<file path="src/pgt_map.svh">
// Register offsets, field positions, reset values and masks of the paired timer.
`ifndef PGT_MAP_SVH
`define PGT_MAP_SVH

// Register offsets on the plain register port.
`define PGT_LOW_COUNT_OFS     16'h0106
`define PGT_HOLD_OFS          16'h0108
`define PGT_HIGH_COUNT_OFS    16'h010a
`define PGT_LOW_PERIOD_OFS    16'h010c
`define PGT_HIGH_PERIOD_OFS   16'h010e
`define PGT_LOW_CONTROL_OFS   16'h0110
`define PGT_HIGH_CONTROL_OFS  16'h0112
`define PGT_IRQ_FLAG_OFS      16'h0084
`define PGT_IRQ_ENABLE_OFS    16'h0094

// Control field positions.
`define PGT_TIMER_ON_BIT      15
`define PGT_IDLE_STOP_BIT     13
`define PGT_GATE_BIT          6
`define PGT_PRESCALE_HI_BIT   5
`define PGT_PRESCALE_LO_BIT   4
`define PGT_PAIR_BIT          3
`define PGT_CLK_SRC_BIT       1

// Interrupt flag and enable positions.
`define PGT_LOW_IRQ_BIT       6
`define PGT_PAIR_IRQ_BIT      7

// Writable bits of each control register and of the flag and enable registers; the rest read as zero.
`define PGT_LOW_CTL_MASK      16'ha07a
`define PGT_HIGH_CTL_MASK     16'ha072
`define PGT_IRQ_MASK          16'h00c0

// Reset values.
`define PGT_COUNT_RST         16'h0000
`define PGT_PERIOD_RST        16'hffff
`define PGT_CTL_RST           16'h0000

// Prescaler terminal counts for divide by 1, 8, 64 and 256.
`define PGT_PRE_TERM_1        8'h00
`define PGT_PRE_TERM_8        8'h07
`define PGT_PRE_TERM_64       8'h3f
`define PGT_PRE_TERM_256      8'hff

`endif

</file>
<file path="src/pgt_pkg.sv">
// Types shared by the paired timer and its surroundings.
package pgt_pkg;

  // One access on the plain register port.
  typedef struct packed {
    logic [15:0] addr;
    logic [15:0] wdata;
    logic        wr;
    logic        rd;
  } pgt_bus_req_t;

  // Control register layout, bit 15 first.
  typedef struct packed {
    logic       timer_on;
    logic       rsv14;
    logic       idle_stop;
    logic [5:0] rsv12_7;
    logic       gate_accumulate_enable;
    logic [1:0] prescale_select;
    logic       pair_select;
    logic       rsv2;
    logic       clock_source_select;
    logic       rsv0;
  } pgt_ctl_t;

  // Whole state of the timer pair.
  typedef struct packed {
    logic [15:0] low_cnt;
    logic [15:0] high_cnt;
    logic [15:0] hold;
    logic [15:0] low_per;
    logic [15:0] high_per;
    pgt_ctl_t    low_ctl;
    pgt_ctl_t    high_ctl;
    logic [7:0]  pre_lo;
    logic [7:0]  pre_hi;
    logic        tick_lo_sync;
    logic        pin_lo_prev;
    logic        pin_hi_prev;
    logic [15:0] flags;
    logic [15:0] enables;
    logic [15:0] rdata;
    logic        adc_trig;
  } pgt_state_t;

endpackage

</file>
<file path="src/pgt_timer.sv">
// Paired 16/32-bit general purpose timer with holding register and converter trigger.
//
// Design decision made here: the plain strobed port.
`timescale 1ns/10ps
`include "pgt_map.svh"

// Notes on behaviour
// - Paired mode: low count is the low word, high count the high word.
// - Paired mode ignores the high control register, except that turning its timer off clears the low prescaler.
// - Paired mode uses low clock and gate, reports on flag and enable bit 7.
// - Unpaired timers run independently as timer or synchronous counter; no async counting.
// - Low prescaler output is resynchronised one cycle; high prescaler output is not.
// - Paired timer counts each prescaled low tick up to the 32-bit period, then restarts at zero.
// - Reading the low count copies the high count into the holding register.
// - In paired mode, writing the low count loads the held value into the high count.
// - Paired counter mode advances on each prescaled external rising edge up to the period.
// - With idle stop set, counting halts during idle and resumes afterwards.
// - Gate mode with internal clock counts cycles only while the gate pin is high.
// - Paired mode takes gating from the low timer only.
// - Gate falling edge stops accumulation and leaves the count untouched.
// - A 32-bit period match pulses the converter trigger from the high timer.
// - Prescale field bits 5:4 divides by 1, 8, 64 or 256.
// - Paired mode uses only the low prescaler.
// - Count writes, clearing timer on, and reset clear the prescaler.
// - Low prescaler is not cleared while the low timer is off.
// - Control writes leave both counts unchanged.
// - Sleep stops all counting.
// - Period match or gate falling edge sets a sticky flag until software clears it.
module pgt_timer
  import pgt_pkg::*;
#(
  parameter int ADDR_W = 16
) (
  input  wire logic         sys_clk_i,
  input  wire logic         rst_i,
  input  wire pgt_bus_req_t bus_req_i,
  output logic [15:0]       bus_rdata_o,
  input  wire logic         ext_clk_gate_low_i,
  input  wire logic         ext_clk_high_i,
  input  wire logic         cpu_idle_i,
  input  wire logic         cpu_sleep_i,
  output logic              adc_trigger_o,
  output logic              irq_o
);

  // The register port decodes all sixteen address bits, so narrower buses are refused.
  // The offsets in the map are sixteen bits wide as well, so only this width can match them.
  if (ADDR_W != 16) begin : g_addr_check
    $error("pgt_timer supports only a 16-bit register address");
  end

  pgt_state_t s_q;
  pgt_state_t s_d;

  // Prescaler terminal count for a prescale field value.
  function automatic logic [7:0] pre_term(input logic [1:0] sel);
    logic [7:0] t;
    t = `PGT_PRE_TERM_1;
    case (sel)
      2'h0: t = `PGT_PRE_TERM_1;
      2'h1: t = `PGT_PRE_TERM_8;
      2'h2: t = `PGT_PRE_TERM_64;
      2'h3: t = `PGT_PRE_TERM_256;
      default: t = `PGT_PRE_TERM_1;
    endcase
    return t;
  endfunction

  // Decoded bus accesses.
  logic wr_low_cnt;
  logic wr_hold;
  logic wr_high_cnt;
  logic wr_low_per;
  logic wr_high_per;
  logic wr_low_ctl;
  logic wr_high_ctl;
  logic wr_flags;
  logic wr_enables;
  logic rd_low_cnt;

  // Per-timer working terms.
  logic       pair;
  logic       freeze_lo;
  logic       freeze_hi;
  logic       ev_lo;
  logic       ev_hi;
  logic       run_lo;
  logic       run_hi;
  logic       raw_tick_lo;
  logic       raw_tick_hi;
  logic       tick_lo;
  logic       gate_fall_lo;
  logic       gate_fall_hi;
  logic       clr_pre_lo;
  logic       clr_pre_hi;
  // Flag sets, masked control words and the joined 32-bit views.
  logic [15:0] set_flags;
  logic [15:0] ctl_lo_new;
  logic [15:0] ctl_hi_new;
  logic [31:0] cnt32;
  logic [31:0] per32;

  // Address decode; strobes never come together, so one access per cycle.
  always_comb begin
    wr_low_cnt  = bus_req_i.wr && (bus_req_i.addr == `PGT_LOW_COUNT_OFS);
    wr_hold     = bus_req_i.wr && (bus_req_i.addr == `PGT_HOLD_OFS);
    wr_high_cnt = bus_req_i.wr && (bus_req_i.addr == `PGT_HIGH_COUNT_OFS);
    wr_low_per  = bus_req_i.wr && (bus_req_i.addr == `PGT_LOW_PERIOD_OFS);
    wr_high_per = bus_req_i.wr && (bus_req_i.addr == `PGT_HIGH_PERIOD_OFS);
    wr_low_ctl  = bus_req_i.wr && (bus_req_i.addr == `PGT_LOW_CONTROL_OFS);
    wr_high_ctl = bus_req_i.wr && (bus_req_i.addr == `PGT_HIGH_CONTROL_OFS);
    wr_flags    = bus_req_i.wr && (bus_req_i.addr == `PGT_IRQ_FLAG_OFS);
    wr_enables  = bus_req_i.wr && (bus_req_i.addr == `PGT_IRQ_ENABLE_OFS);
    rd_low_cnt  = bus_req_i.rd && (bus_req_i.addr == `PGT_LOW_COUNT_OFS);
  end

  // Next state of the whole block.
  always_comb begin
    s_d          = s_q;
    s_d.adc_trig = 1'b0;
    s_d.rdata    = 16'h0000;
    set_flags    = 16'h0000;

    pair = s_q.low_ctl.pair_select;

    // A freeze also stops the prescaler, so a divided count resumes where it left off.
    // Sleep freezes all.
    freeze_lo = cpu_sleep_i || (cpu_idle_i && s_q.low_ctl.idle_stop);
    freeze_hi = cpu_sleep_i || (cpu_idle_i && s_q.high_ctl.idle_stop);

    // Count events of the low timer: external rising edge, gated cycle or every cycle.
    // External edge counting.
    if (s_q.low_ctl.clock_source_select) begin
      ev_lo = ext_clk_gate_low_i && !s_q.pin_lo_prev;
    end else if (s_q.low_ctl.gate_accumulate_enable) begin
      ev_lo = ext_clk_gate_low_i;
    end else begin
      ev_lo = 1'b1;
    end

    // The high timer keeps its own source only when unpaired.
    // Independent 16-bit timer.
    if (s_q.high_ctl.clock_source_select) begin
      ev_hi = ext_clk_high_i && !s_q.pin_hi_prev;
    end else if (s_q.high_ctl.gate_accumulate_enable) begin
      ev_hi = ext_clk_high_i;
    end else begin
      ev_hi = 1'b1;
    end

    gate_fall_lo = s_q.low_ctl.timer_on && !s_q.low_ctl.clock_source_select &&
                   s_q.low_ctl.gate_accumulate_enable &&
                   s_q.pin_lo_prev && !ext_clk_gate_low_i;
    gate_fall_hi = !pair && s_q.high_ctl.timer_on &&
                   !s_q.high_ctl.clock_source_select &&
                   s_q.high_ctl.gate_accumulate_enable &&
                   s_q.pin_hi_prev && !ext_clk_high_i;

    // A timer runs when it is on, not frozen, unpaired if it is the high one, and has an event in this cycle.
    run_lo = s_q.low_ctl.timer_on && !freeze_lo && ev_lo;
    run_hi = !pair && s_q.high_ctl.timer_on && !freeze_hi && ev_hi;

    raw_tick_lo = 1'b0;
    if (run_lo) begin
      if (s_q.pre_lo == pre_term(s_q.low_ctl.prescale_select)) begin
        s_d.pre_lo  = 8'h00;
        raw_tick_lo = 1'b1;
      end else begin
        s_d.pre_lo = s_q.pre_lo + 8'h01;
      end
    end

    raw_tick_hi = 1'b0;
    if (run_hi) begin
      if (s_q.pre_hi == pre_term(s_q.high_ctl.prescale_select)) begin
        s_d.pre_hi  = 8'h00;
        raw_tick_hi = 1'b1;
      end else begin
        s_d.pre_hi = s_q.pre_hi + 8'h01;
      end
    end

    // Low tick resynchronised.
    // The extra flop costs one cycle of latency on every low tick; the high path has none.
    // Frozen low tick held.
    // A tick caught in the flop waits out sleep or idle, so no count lands while frozen
    // and none is lost when the freeze ends.
    if (freeze_lo) begin
      s_d.tick_lo_sync = s_q.tick_lo_sync;
    end else begin
      s_d.tick_lo_sync = raw_tick_lo;
    end
    tick_lo = s_q.tick_lo_sync && s_q.low_ctl.timer_on && !freeze_lo;

    // The joined views feed both the period compare and the 32-bit add.
    // High word, low word.
    cnt32 = {s_q.high_cnt, s_q.low_cnt};
    per32 = {s_q.high_per, s_q.low_per};

    if (pair) begin
      if (tick_lo) begin
        if (cnt32 == per32) begin
          s_d.low_cnt  = `PGT_COUNT_RST;
          s_d.high_cnt = `PGT_COUNT_RST;
          s_d.adc_trig = 1'b1;
          set_flags[`PGT_PAIR_IRQ_BIT] = 1'b1;
        end else begin
          // One wide add carries into the high word in the same cycle as the low wrap.
          {s_d.high_cnt, s_d.low_cnt} = cnt32 + 32'h0000_0001;
        end
      end
      if (gate_fall_lo) begin
        set_flags[`PGT_PAIR_IRQ_BIT] = 1'b1;
      end
    end else begin
      // Unpaired, the low timer reports on its own flag bit and never on the pair bit.
      // Low timer on its own.
      if (tick_lo) begin
        if (s_q.low_cnt == s_q.low_per) begin
          s_d.low_cnt = `PGT_COUNT_RST;
          set_flags[`PGT_LOW_IRQ_BIT] = 1'b1;
        end else begin
          s_d.low_cnt = s_q.low_cnt + 16'h0001;
        end
      end
      if (gate_fall_lo) begin
        set_flags[`PGT_LOW_IRQ_BIT] = 1'b1;
      end
      if (raw_tick_hi) begin
        if (s_q.high_cnt == s_q.high_per) begin
          s_d.high_cnt = `PGT_COUNT_RST;
          s_d.adc_trig = 1'b1;
          set_flags[`PGT_PAIR_IRQ_BIT] = 1'b1;
        end else begin
          s_d.high_cnt = s_q.high_cnt + 16'h0001;
        end
      end
      if (gate_fall_hi) begin
        set_flags[`PGT_PAIR_IRQ_BIT] = 1'b1;
      end
    end

    // Edge detectors see the pins as they stood in the previous cycle.
    s_d.pin_lo_prev = ext_clk_gate_low_i;
    s_d.pin_hi_prev = ext_clk_high_i;

    // Software writes to the counts win over a tick in the same cycle.
    if (wr_low_cnt) begin
      s_d.low_cnt = bus_req_i.wdata;
      if (pair) begin
        s_d.high_cnt = s_q.hold;
      end
    end
    if (wr_high_cnt) begin
      s_d.high_cnt = bus_req_i.wdata;
    end
    if (wr_hold) begin
      s_d.hold = bus_req_i.wdata;
    end
    // A hold write and a low read never meet, since the strobes never come together.
    // Capture high word.
    if (rd_low_cnt) begin
      s_d.hold = s_q.high_cnt;
    end
    if (wr_low_per) begin
      s_d.low_per = bus_req_i.wdata;
    end
    if (wr_high_per) begin
      s_d.high_per = bus_req_i.wdata;
    end

    // Reserved bits are dropped here, so reads show only what is implemented.
    // Control writes only.
    ctl_lo_new = bus_req_i.wdata & `PGT_LOW_CTL_MASK;
    ctl_hi_new = bus_req_i.wdata & `PGT_HIGH_CTL_MASK;
    if (wr_low_ctl) begin
      s_d.low_ctl = pgt_ctl_t'(ctl_lo_new);
    end
    if (wr_high_ctl) begin
      s_d.high_ctl = pgt_ctl_t'(ctl_hi_new);
    end

    clr_pre_lo = wr_low_cnt || wr_high_cnt ||
                 (wr_low_ctl && s_q.low_ctl.timer_on &&
                  !ctl_lo_new[`PGT_TIMER_ON_BIT]) ||
                 (wr_high_ctl && s_q.high_ctl.timer_on &&
                  !ctl_hi_new[`PGT_TIMER_ON_BIT]);
    // One clear serves both prescalers; the halted low prescaler is the one exception.
    clr_pre_hi = clr_pre_lo;
    if (clr_pre_lo && s_q.low_ctl.timer_on) begin
      s_d.pre_lo       = 8'h00;
      s_d.tick_lo_sync = 1'b0;
    end
    if (clr_pre_hi) begin
      s_d.pre_hi = 8'h00;
    end

    // Software clears by writing zero; a hardware set in the same cycle still lands.
    // Sticky flags, set wins.
    if (wr_flags) begin
      s_d.flags = (bus_req_i.wdata & `PGT_IRQ_MASK) | set_flags;
    end else begin
      s_d.flags = s_q.flags | set_flags;
    end
    if (wr_enables) begin
      s_d.enables = bus_req_i.wdata & `PGT_IRQ_MASK;
    end

    // Read data stands only in the cycle after the read strobe.
    if (bus_req_i.rd) begin
      case (bus_req_i.addr)
        `PGT_LOW_COUNT_OFS:    s_d.rdata = s_q.low_cnt;
        `PGT_HOLD_OFS:         s_d.rdata = s_q.hold;
        `PGT_HIGH_COUNT_OFS:   s_d.rdata = s_q.high_cnt;
        `PGT_LOW_PERIOD_OFS:   s_d.rdata = s_q.low_per;
        `PGT_HIGH_PERIOD_OFS:  s_d.rdata = s_q.high_per;
        `PGT_LOW_CONTROL_OFS:  s_d.rdata = s_q.low_ctl;
        `PGT_HIGH_CONTROL_OFS: s_d.rdata = s_q.high_ctl;
        `PGT_IRQ_FLAG_OFS:     s_d.rdata = s_q.flags;
        `PGT_IRQ_ENABLE_OFS:   s_d.rdata = s_q.enables;
        default:               s_d.rdata = 16'h0000;
      endcase
    end
  end

  // State register; all fields take constants under reset.
  // Reset is synchronous, so every flop of the block acts on the one clock edge.
  always_ff @(posedge sys_clk_i) begin
    if (rst_i) begin
      s_q.low_cnt      <= `PGT_COUNT_RST;
      s_q.high_cnt     <= `PGT_COUNT_RST;
      s_q.hold         <= `PGT_COUNT_RST;
      s_q.low_per      <= `PGT_PERIOD_RST;
      s_q.high_per     <= `PGT_PERIOD_RST;
      s_q.low_ctl      <= pgt_ctl_t'(`PGT_CTL_RST);
      s_q.high_ctl     <= pgt_ctl_t'(`PGT_CTL_RST);
      s_q.pre_lo       <= 8'h00;
      s_q.pre_hi       <= 8'h00;
      s_q.tick_lo_sync <= 1'b0;
      s_q.pin_lo_prev  <= 1'b0;
      s_q.pin_hi_prev  <= 1'b0;
      s_q.flags        <= 16'h0000;
      s_q.enables      <= 16'h0000;
      s_q.rdata        <= 16'h0000;
      s_q.adc_trig     <= 1'b0;
    end else begin
      s_q <= s_d;
    end
  end

  // Outputs come straight from the state; the interrupt is a level of flag and enable.
  // The request stays high for as long as software leaves both flag and enable set.
  // Enable gates the flag.
  assign bus_rdata_o   = s_q.rdata;
  assign adc_trigger_o = s_q.adc_trig;
  assign irq_o         = |(s_q.flags & s_q.enables);

endmodule // pgt_timer

</file>
<file path="config.mk">
export PLATFORM = sky130hd
export DESIGN_NAME = pgt_timer
export DESIGN_NICKNAME = d
export VERILOG_FILES = /design/src/pgt_pkg.sv /design/src/pgt_timer.sv
export VERILOG_INCLUDE_DIRS = /design/src
export SDC_FILE = /design/constraint.sdc
export NUM_CORES = 1
export LEC_CHECK = 0
export BUFFER_PORTS_ARGS = -buffer_cell sky130_fd_sc_hd__clkbuf_2
export CORE_UTILIZATION = 57
export DETAILED_ROUTE_END_ITERATION = 8
export HOLD_SLACK_MARGIN = 0.06
export PLACE_DENSITY = 0.76
export SYNTH_ARGS = -nofsm -noshare
export SYNTH_HDL_FRONTEND = slang
export SYNTH_SLANG_ARGS = --single-unit
</file>
<file path="constraint.sdc">
create_clock -name sys_clk_i -period 4.6 [get_ports sys_clk_i]
set_input_delay 0.92 -clock sys_clk_i [delete_from_list [all_inputs] [get_ports sys_clk_i]]
set_output_delay 0.92 -clock sys_clk_i [all_outputs]
set_load 0.05 [all_outputs]
</file>
== Word-level counts from Yosys, hierarchy flattened ==
Cells that the tools add are included.

* $add $sub $neg: 5
* Equality and inequality tests: 20
* Multiplexer cells: 40
* Bitwise operators: 4
* Reduce and logical (&&, ||, !) cells: 57

{| class="wikitable"
|+ Operator list
! cell !! count
|-
| two-way mux 16 bit || 9
|-
| case mux 16 bit (9 select lines) || 1
|-
| two-way mux 32 bit || 4
|-
| == test 16 x 9 -> 1 bit, second input constant || 7
|-
| case mux 8 bit (4 select lines) || 2
|-
| logical AND 1 bit || 34
|-
| adder 16 x 1 -> 16 bit, second input constant || 2
|-
| adder 32 x 1 -> 32 bit, second input constant || 1
|-
| == test 16 bit || 2
|-
| == test 16 x 8 -> 1 bit, second input constant || 2
|-
| == test 32 bit || 1
|-
| two-way mux 8 bit || 4
|-
| two-way mux 1 bit || 20
|-
| adder 8 x 1 -> 8 bit, second input constant || 2
|-
| AND 16 x 8 -> 16 bit || 1
|-
| == test 8 bit || 2
|-
| bitwise OR 16 x 8 -> 16 bit || 1
|-
| OR reduction 16 bit || 1
|-
| logical NOT 1 bit || 10
|-
| == test 2 bit, second input constant || 4
|-
| bitwise OR 8 bit || 1
|-
| OR reduction 2 bit || 3
|-
| logical OR 1 bit || 5
|-
| == test 2 x 1 -> 1 bit, second input constant || 2
|-
| other kinds (3) || 5
|}

* Register bits after elaboration: 147
* Bits of input ports: 40
* Output and inout port bits: 18

== Depth between registers and ports, before layout ==
* Word-level depth: 14
* Depth in mapped cells: 10

== Worst setup path before layout ==
Ideal clock, no wire load.

* Path kind: input to register
* Start point: input bus_req_i[30] (netlist name)
* End point: register s_q, in the netlist per32[21]
* Library setup time: 129 ps
* Data arrival time: 2642 ps
* Setup slack: 1829 ps
* Cell stages on the path: 6
* Path buffers: 1
* Path through: nor4_2 nand3_2 nor4_4 buf_4 mux2i_1 nand2_1

* Word-level cells in the longest chain between the ends: 2

{| class="wikitable"
|+ RTL lines
! element !! RTL line !! text
|-
| start: declaration || pgt_timer.sv:36 || <nowiki>input wire pgt_bus_req_t bus_req_i,</nowiki>
|-
| == test 16 x 9 -> 1 bit || n/a ||
|-
| logical AND 1 bit || pgt_timer.sv:109 || <nowiki>wr_high_per = bus_req_i.wr && (bus_req_i.addr == `PGT_HIGH_PERIOD_OFS);</nowiki>
|-
| end: declaration || pgt_timer.sv:52 || <nowiki>pgt_state_t s_q;</nowiki>
|}

Every way passes these cells.
A chain may end at the register's enable or synchronous reset.

==> impl_metrics.env <==
export IMPL_status="completed"
export IMPL_firstDrtPassIters=6
export IMPL_die_w_um=121.5
export IMPL_rsz0062_at_grt="false"
export IMPL_power_mw=2.678
export IMPL_path_depth=7
export IMPL_coreArea_um2=13880
export IMPL_drt_iter0_markers=1005
export IMPL_min_path_cells=2
export IMPL_layout_drive_gt1_share_pct=13.80
export IMPL_drc=0
export IMPL_track_usage_pct=36.01
export IMPL_numPortBuffers=57
export IMPL_finalSetupViolCount=0
export IMPL_intPower_mw=2.043
export IMPL_combPwrFrac_pct=4.4
export IMPL_gp_congestion=0.9435
export IMPL_yosysUniqueCellTypes=75
export IMPL_post_cts_resized=0
export IMPL_synthCells=1009
export IMPL_drv_cap=0
export IMPL_async_flop_share_pct=0
export IMPL_grt_pass1_vias=7468
export IMPL_critPathSlowestCell="dfxtp_1"
export IMPL_synth_seq_area_share_pct=32.72
export IMPL_cts_buffers=17
export IMPL_ant_nets=0
export IMPL_worstPathArrival_ns=3.63
export IMPL_synthesis_area_um2=8138
export IMPL_setup_tns_ns=0
export IMPL_num_antenna_cells=0
export IMPL_cp_max_fo=11
export IMPL_clock_root_buffer="clkbuf_16"
export IMPL_path_cells="xor2_1, nor4_1, nand4_1, o21ai_1, inv_1, a221oi_1, o32ai_1"
export IMPL_grt_first_pass_wirelength_um=40410
export IMPL_area_growth_syn_to_layout_pct=9.487
export IMPL_place_ws_ns=0.9638
export IMPL_synthesis_nets=1053
export IMPL_start_kind="register"
export IMPL_power_density_nw_per_um2=300.5
export IMPL_postCtsHoldBufs=0
export IMPL_clock_sinks=133
export IMPL_cts_tree="built"
export IMPL_synthFlopType="dfxtp_1"
export IMPL_grt_overflow=0
export IMPL_start_util_pct=58.63
export IMPL_h_tree_depth=4
export IMPL_finalInstanceArea_um2=8910
export IMPL_placed_cell_area_um2=8305
export IMPL_met2_usage_pct=54.76
export IMPL_finalHoldViolations=0
export IMPL_worstSetupEndpointType="register"
export IMPL_dieArea_um2=14760
export IMPL_seq_power_share_pct=43.1
export IMPL_cts_buffer_depth=2
export IMPL_cp_required_ns=4.88
export IMPL_tightest_slew_ns=1.410
export IMPL_avgSynthCellArea_um2=8.065
export IMPL_fill_cells=1205
export IMPL_p_sw_share_pct=23.71
export IMPL_synth_edf_count=0
export IMPL_dp_hpwl_um=17770
export IMPL_drt_vias_per_instance=6.582
export IMPL_drt_wirelength_per_cell_um=21.09
export IMPL_crit_buf_inv=1
export IMPL_min_path_type="reg2reg"
export IMPL_maxSlewViolCount=0
export IMPL_final_setup_worst_slack_ns=1.253
export IMPL_pwr_share_clk_pct=52.6
export IMPL_vdd_drop_max_uv=258.1
export IMPL_antenna_found_initial=0
export IMPL_r2r_worst_path_cells=7
export IMPL_cts_setup_buffers=0
export IMPL_vias=7912
export IMPL_met1_usage_pct=48.17
export IMPL_fmax_mhz=298.8
export IMPL_ys_ff_latch=133
export IMPL_fin_crit_sh_pct=72.77
export IMPL_grt_max_degree=60
export IMPL_die_h_um=121.5
export IMPL_wirelength_um=25360
export IMPL_met3_usage_pct=8.459
export IMPL_critPathKind="reg2reg"
export IMPL_top_level_ports=58
export IMPL_finClkSkew_ns=0.009115
export IMPL_layout_nets=1053
export IMPL_leakage_nw=3.144
export IMPL_path_clk_slew_ns=0.06
export IMPL_critPathMaxStageDelay_ns=0.61
export IMPL_rows=43
export IMPL_switchingPower_mw=0.6349
export IMPL_grt_busiest_layer="met2"
export IMPL_utilization_pct=64.19
export IMPL_fin_crit_ns=3.347
export IMPL_clock_latency_ns=0.44
export IMPL_path_delay_family="simple AND/OR/NAND/NOR gates"
export IMPL_relSlewSlack_pct=5.245
export IMPL_yosys_warnings=0
metrics by stage:
step	hold WS, ns	cells
finish	0.4751	1202
global route	0.5126	1202
CTS	0.4759	1202
detailed placement	0.4690	1170
global placement	0.4588	1170
floorplan	0.4407	1009
metal layers:
| metal | share of wire (%) | up-vias | wire length (µm) |
|---|---|---|---|
| met2 | 45 | 464 | 11340 |
| met1 | 42 | 3758 | 10630 |
| met5 | 0 | - | 0 |
| met3 | 9.9 | 81 | 2510 |
| met4 | 3.5 | 0 | 878 |
| li1 | - | 3609 | - |
final cells by class:
| type | count | area (µm²) | share of cell area, % |
|---|---|---|---|
| Multi-Input combinational cell | 773 | 4979 | 55.88 |
| Sequential cell | 133 | 2663 | 29.88 |
| Clock buffer | 17 | 425.4 | 4.775 |
| Timing Repair Buffer | 71 | 390.4 | 4.381 |
| Tap cell | 180 | 225.2 | 2.528 |
| Clock inverter | 15 | 178.9 | 2.008 |
| Inverter | 13 | 48.80 | 0.5477 |
worst min-delay path, cell delays in order, from the launching register on:
cell	delay (ns)
dfxtp_1	0.32
nand2_1	0.06
a21oi_1	0.05
synth_stat cells, drive strengths merged (6+ instances only):
cell | number | area (µm²)
nor3 | 17 | 100.1
o22ai | 7 | 57.56
clkbuf | 42 | 158.9
nand3 | 38 | 195.2
dfxtp | 133 | 2663
a21oi | 49 | 245.2
o32ai | 7 | 61.31
o21ai | 35 | 175.2
or2 | 6 | 37.54
o211ai | 9 | 82.58
and3 | 25 | 156.4
nand4 | 21 | 131.4
nor2 | 106 | 400.4
nand2b | 7 | 43.79
nor2b | 12 | 75.07
mux2i | 72 | 720.7
nor4 | 16 | 157.6
a221oi | 20 | 175.2
and4 | 8 | 70.07
nand2 | 131 | 494.2
and2 | 9 | 56.30
a211oi | 25 | 192.7
xor2 | 51 | 446.7
mux2 | 13 | 146.4
buf | 48 | 294.0
a31oi | 9 | 56.30
inv | 13 | 48.80
xnor2 | 17 | 148.9
a22oi | 9 | 67.56
logic make-up after synthesis:
family | share of synthesized area (%)
multiplexers | 10.65
XOR/XNOR | 7.319
buffers and inverters | 6.165
AND/OR/NAND/NOR | 25.26
flip-flops | 32.72
adder cells (fa/ha/maj) | 0.6150
AO/OA/AOI/OAI | 17.27
power by group through the flow:
| stage | Combinational, mW | Sequential [mW] | Clock, mW |
|---|---|---|---|
| 6_report | 0.117 | 1.15 | 1.41 |
| 2_1_floorplan | 0.0581 | 1.18 | 0 |
| 3_5_place_dp | 0.112 | 1.18 | 0 |
| 3_3_place_gp | 0.111 | 1.18 | 0 |
| 4_1_cts | 0.113 | 1.15 | 1.41 |
| 5_1_grt | 0.121 | 1.15 | 1.46 |
path summary, 6_finish.rpt:
kind / from / to / slack, ns
worst max register to register: register / register / 1.25
worst min register to register: s_q[90] / s_q[90] / 0.48
worst min-delay path: s_q[90] / s_q[90] / 0.48
worst max-delay path: register / register / 1.25
cells in the final DEF (no fill, tap or decap), drive strengths merged, types with 4 or more instances in the layout:
master	n
o32ai	7
or2	6
a22oi	9
nor2b	12
a221oi	20
nor3	17
a311oi	4
nand2	131
a31oi	9
nand2b	7
o311ai	5
clkinvlp	4
xor2	51
clkinv	5
nand4	21
clkbuf	74
o211ai	9
a211oi	25
buf	14
and4	8
nand3	38
inv	16
o21ai	35
dfxtp	133
mux2i	72
or4	5
ha	4
a21oi	49
mux2	13
nor2	106
o22ai	7
nor4	16
and3	25
xnor2	17
and2	9
No activity file was read; power rests on OpenSTA's default activity.
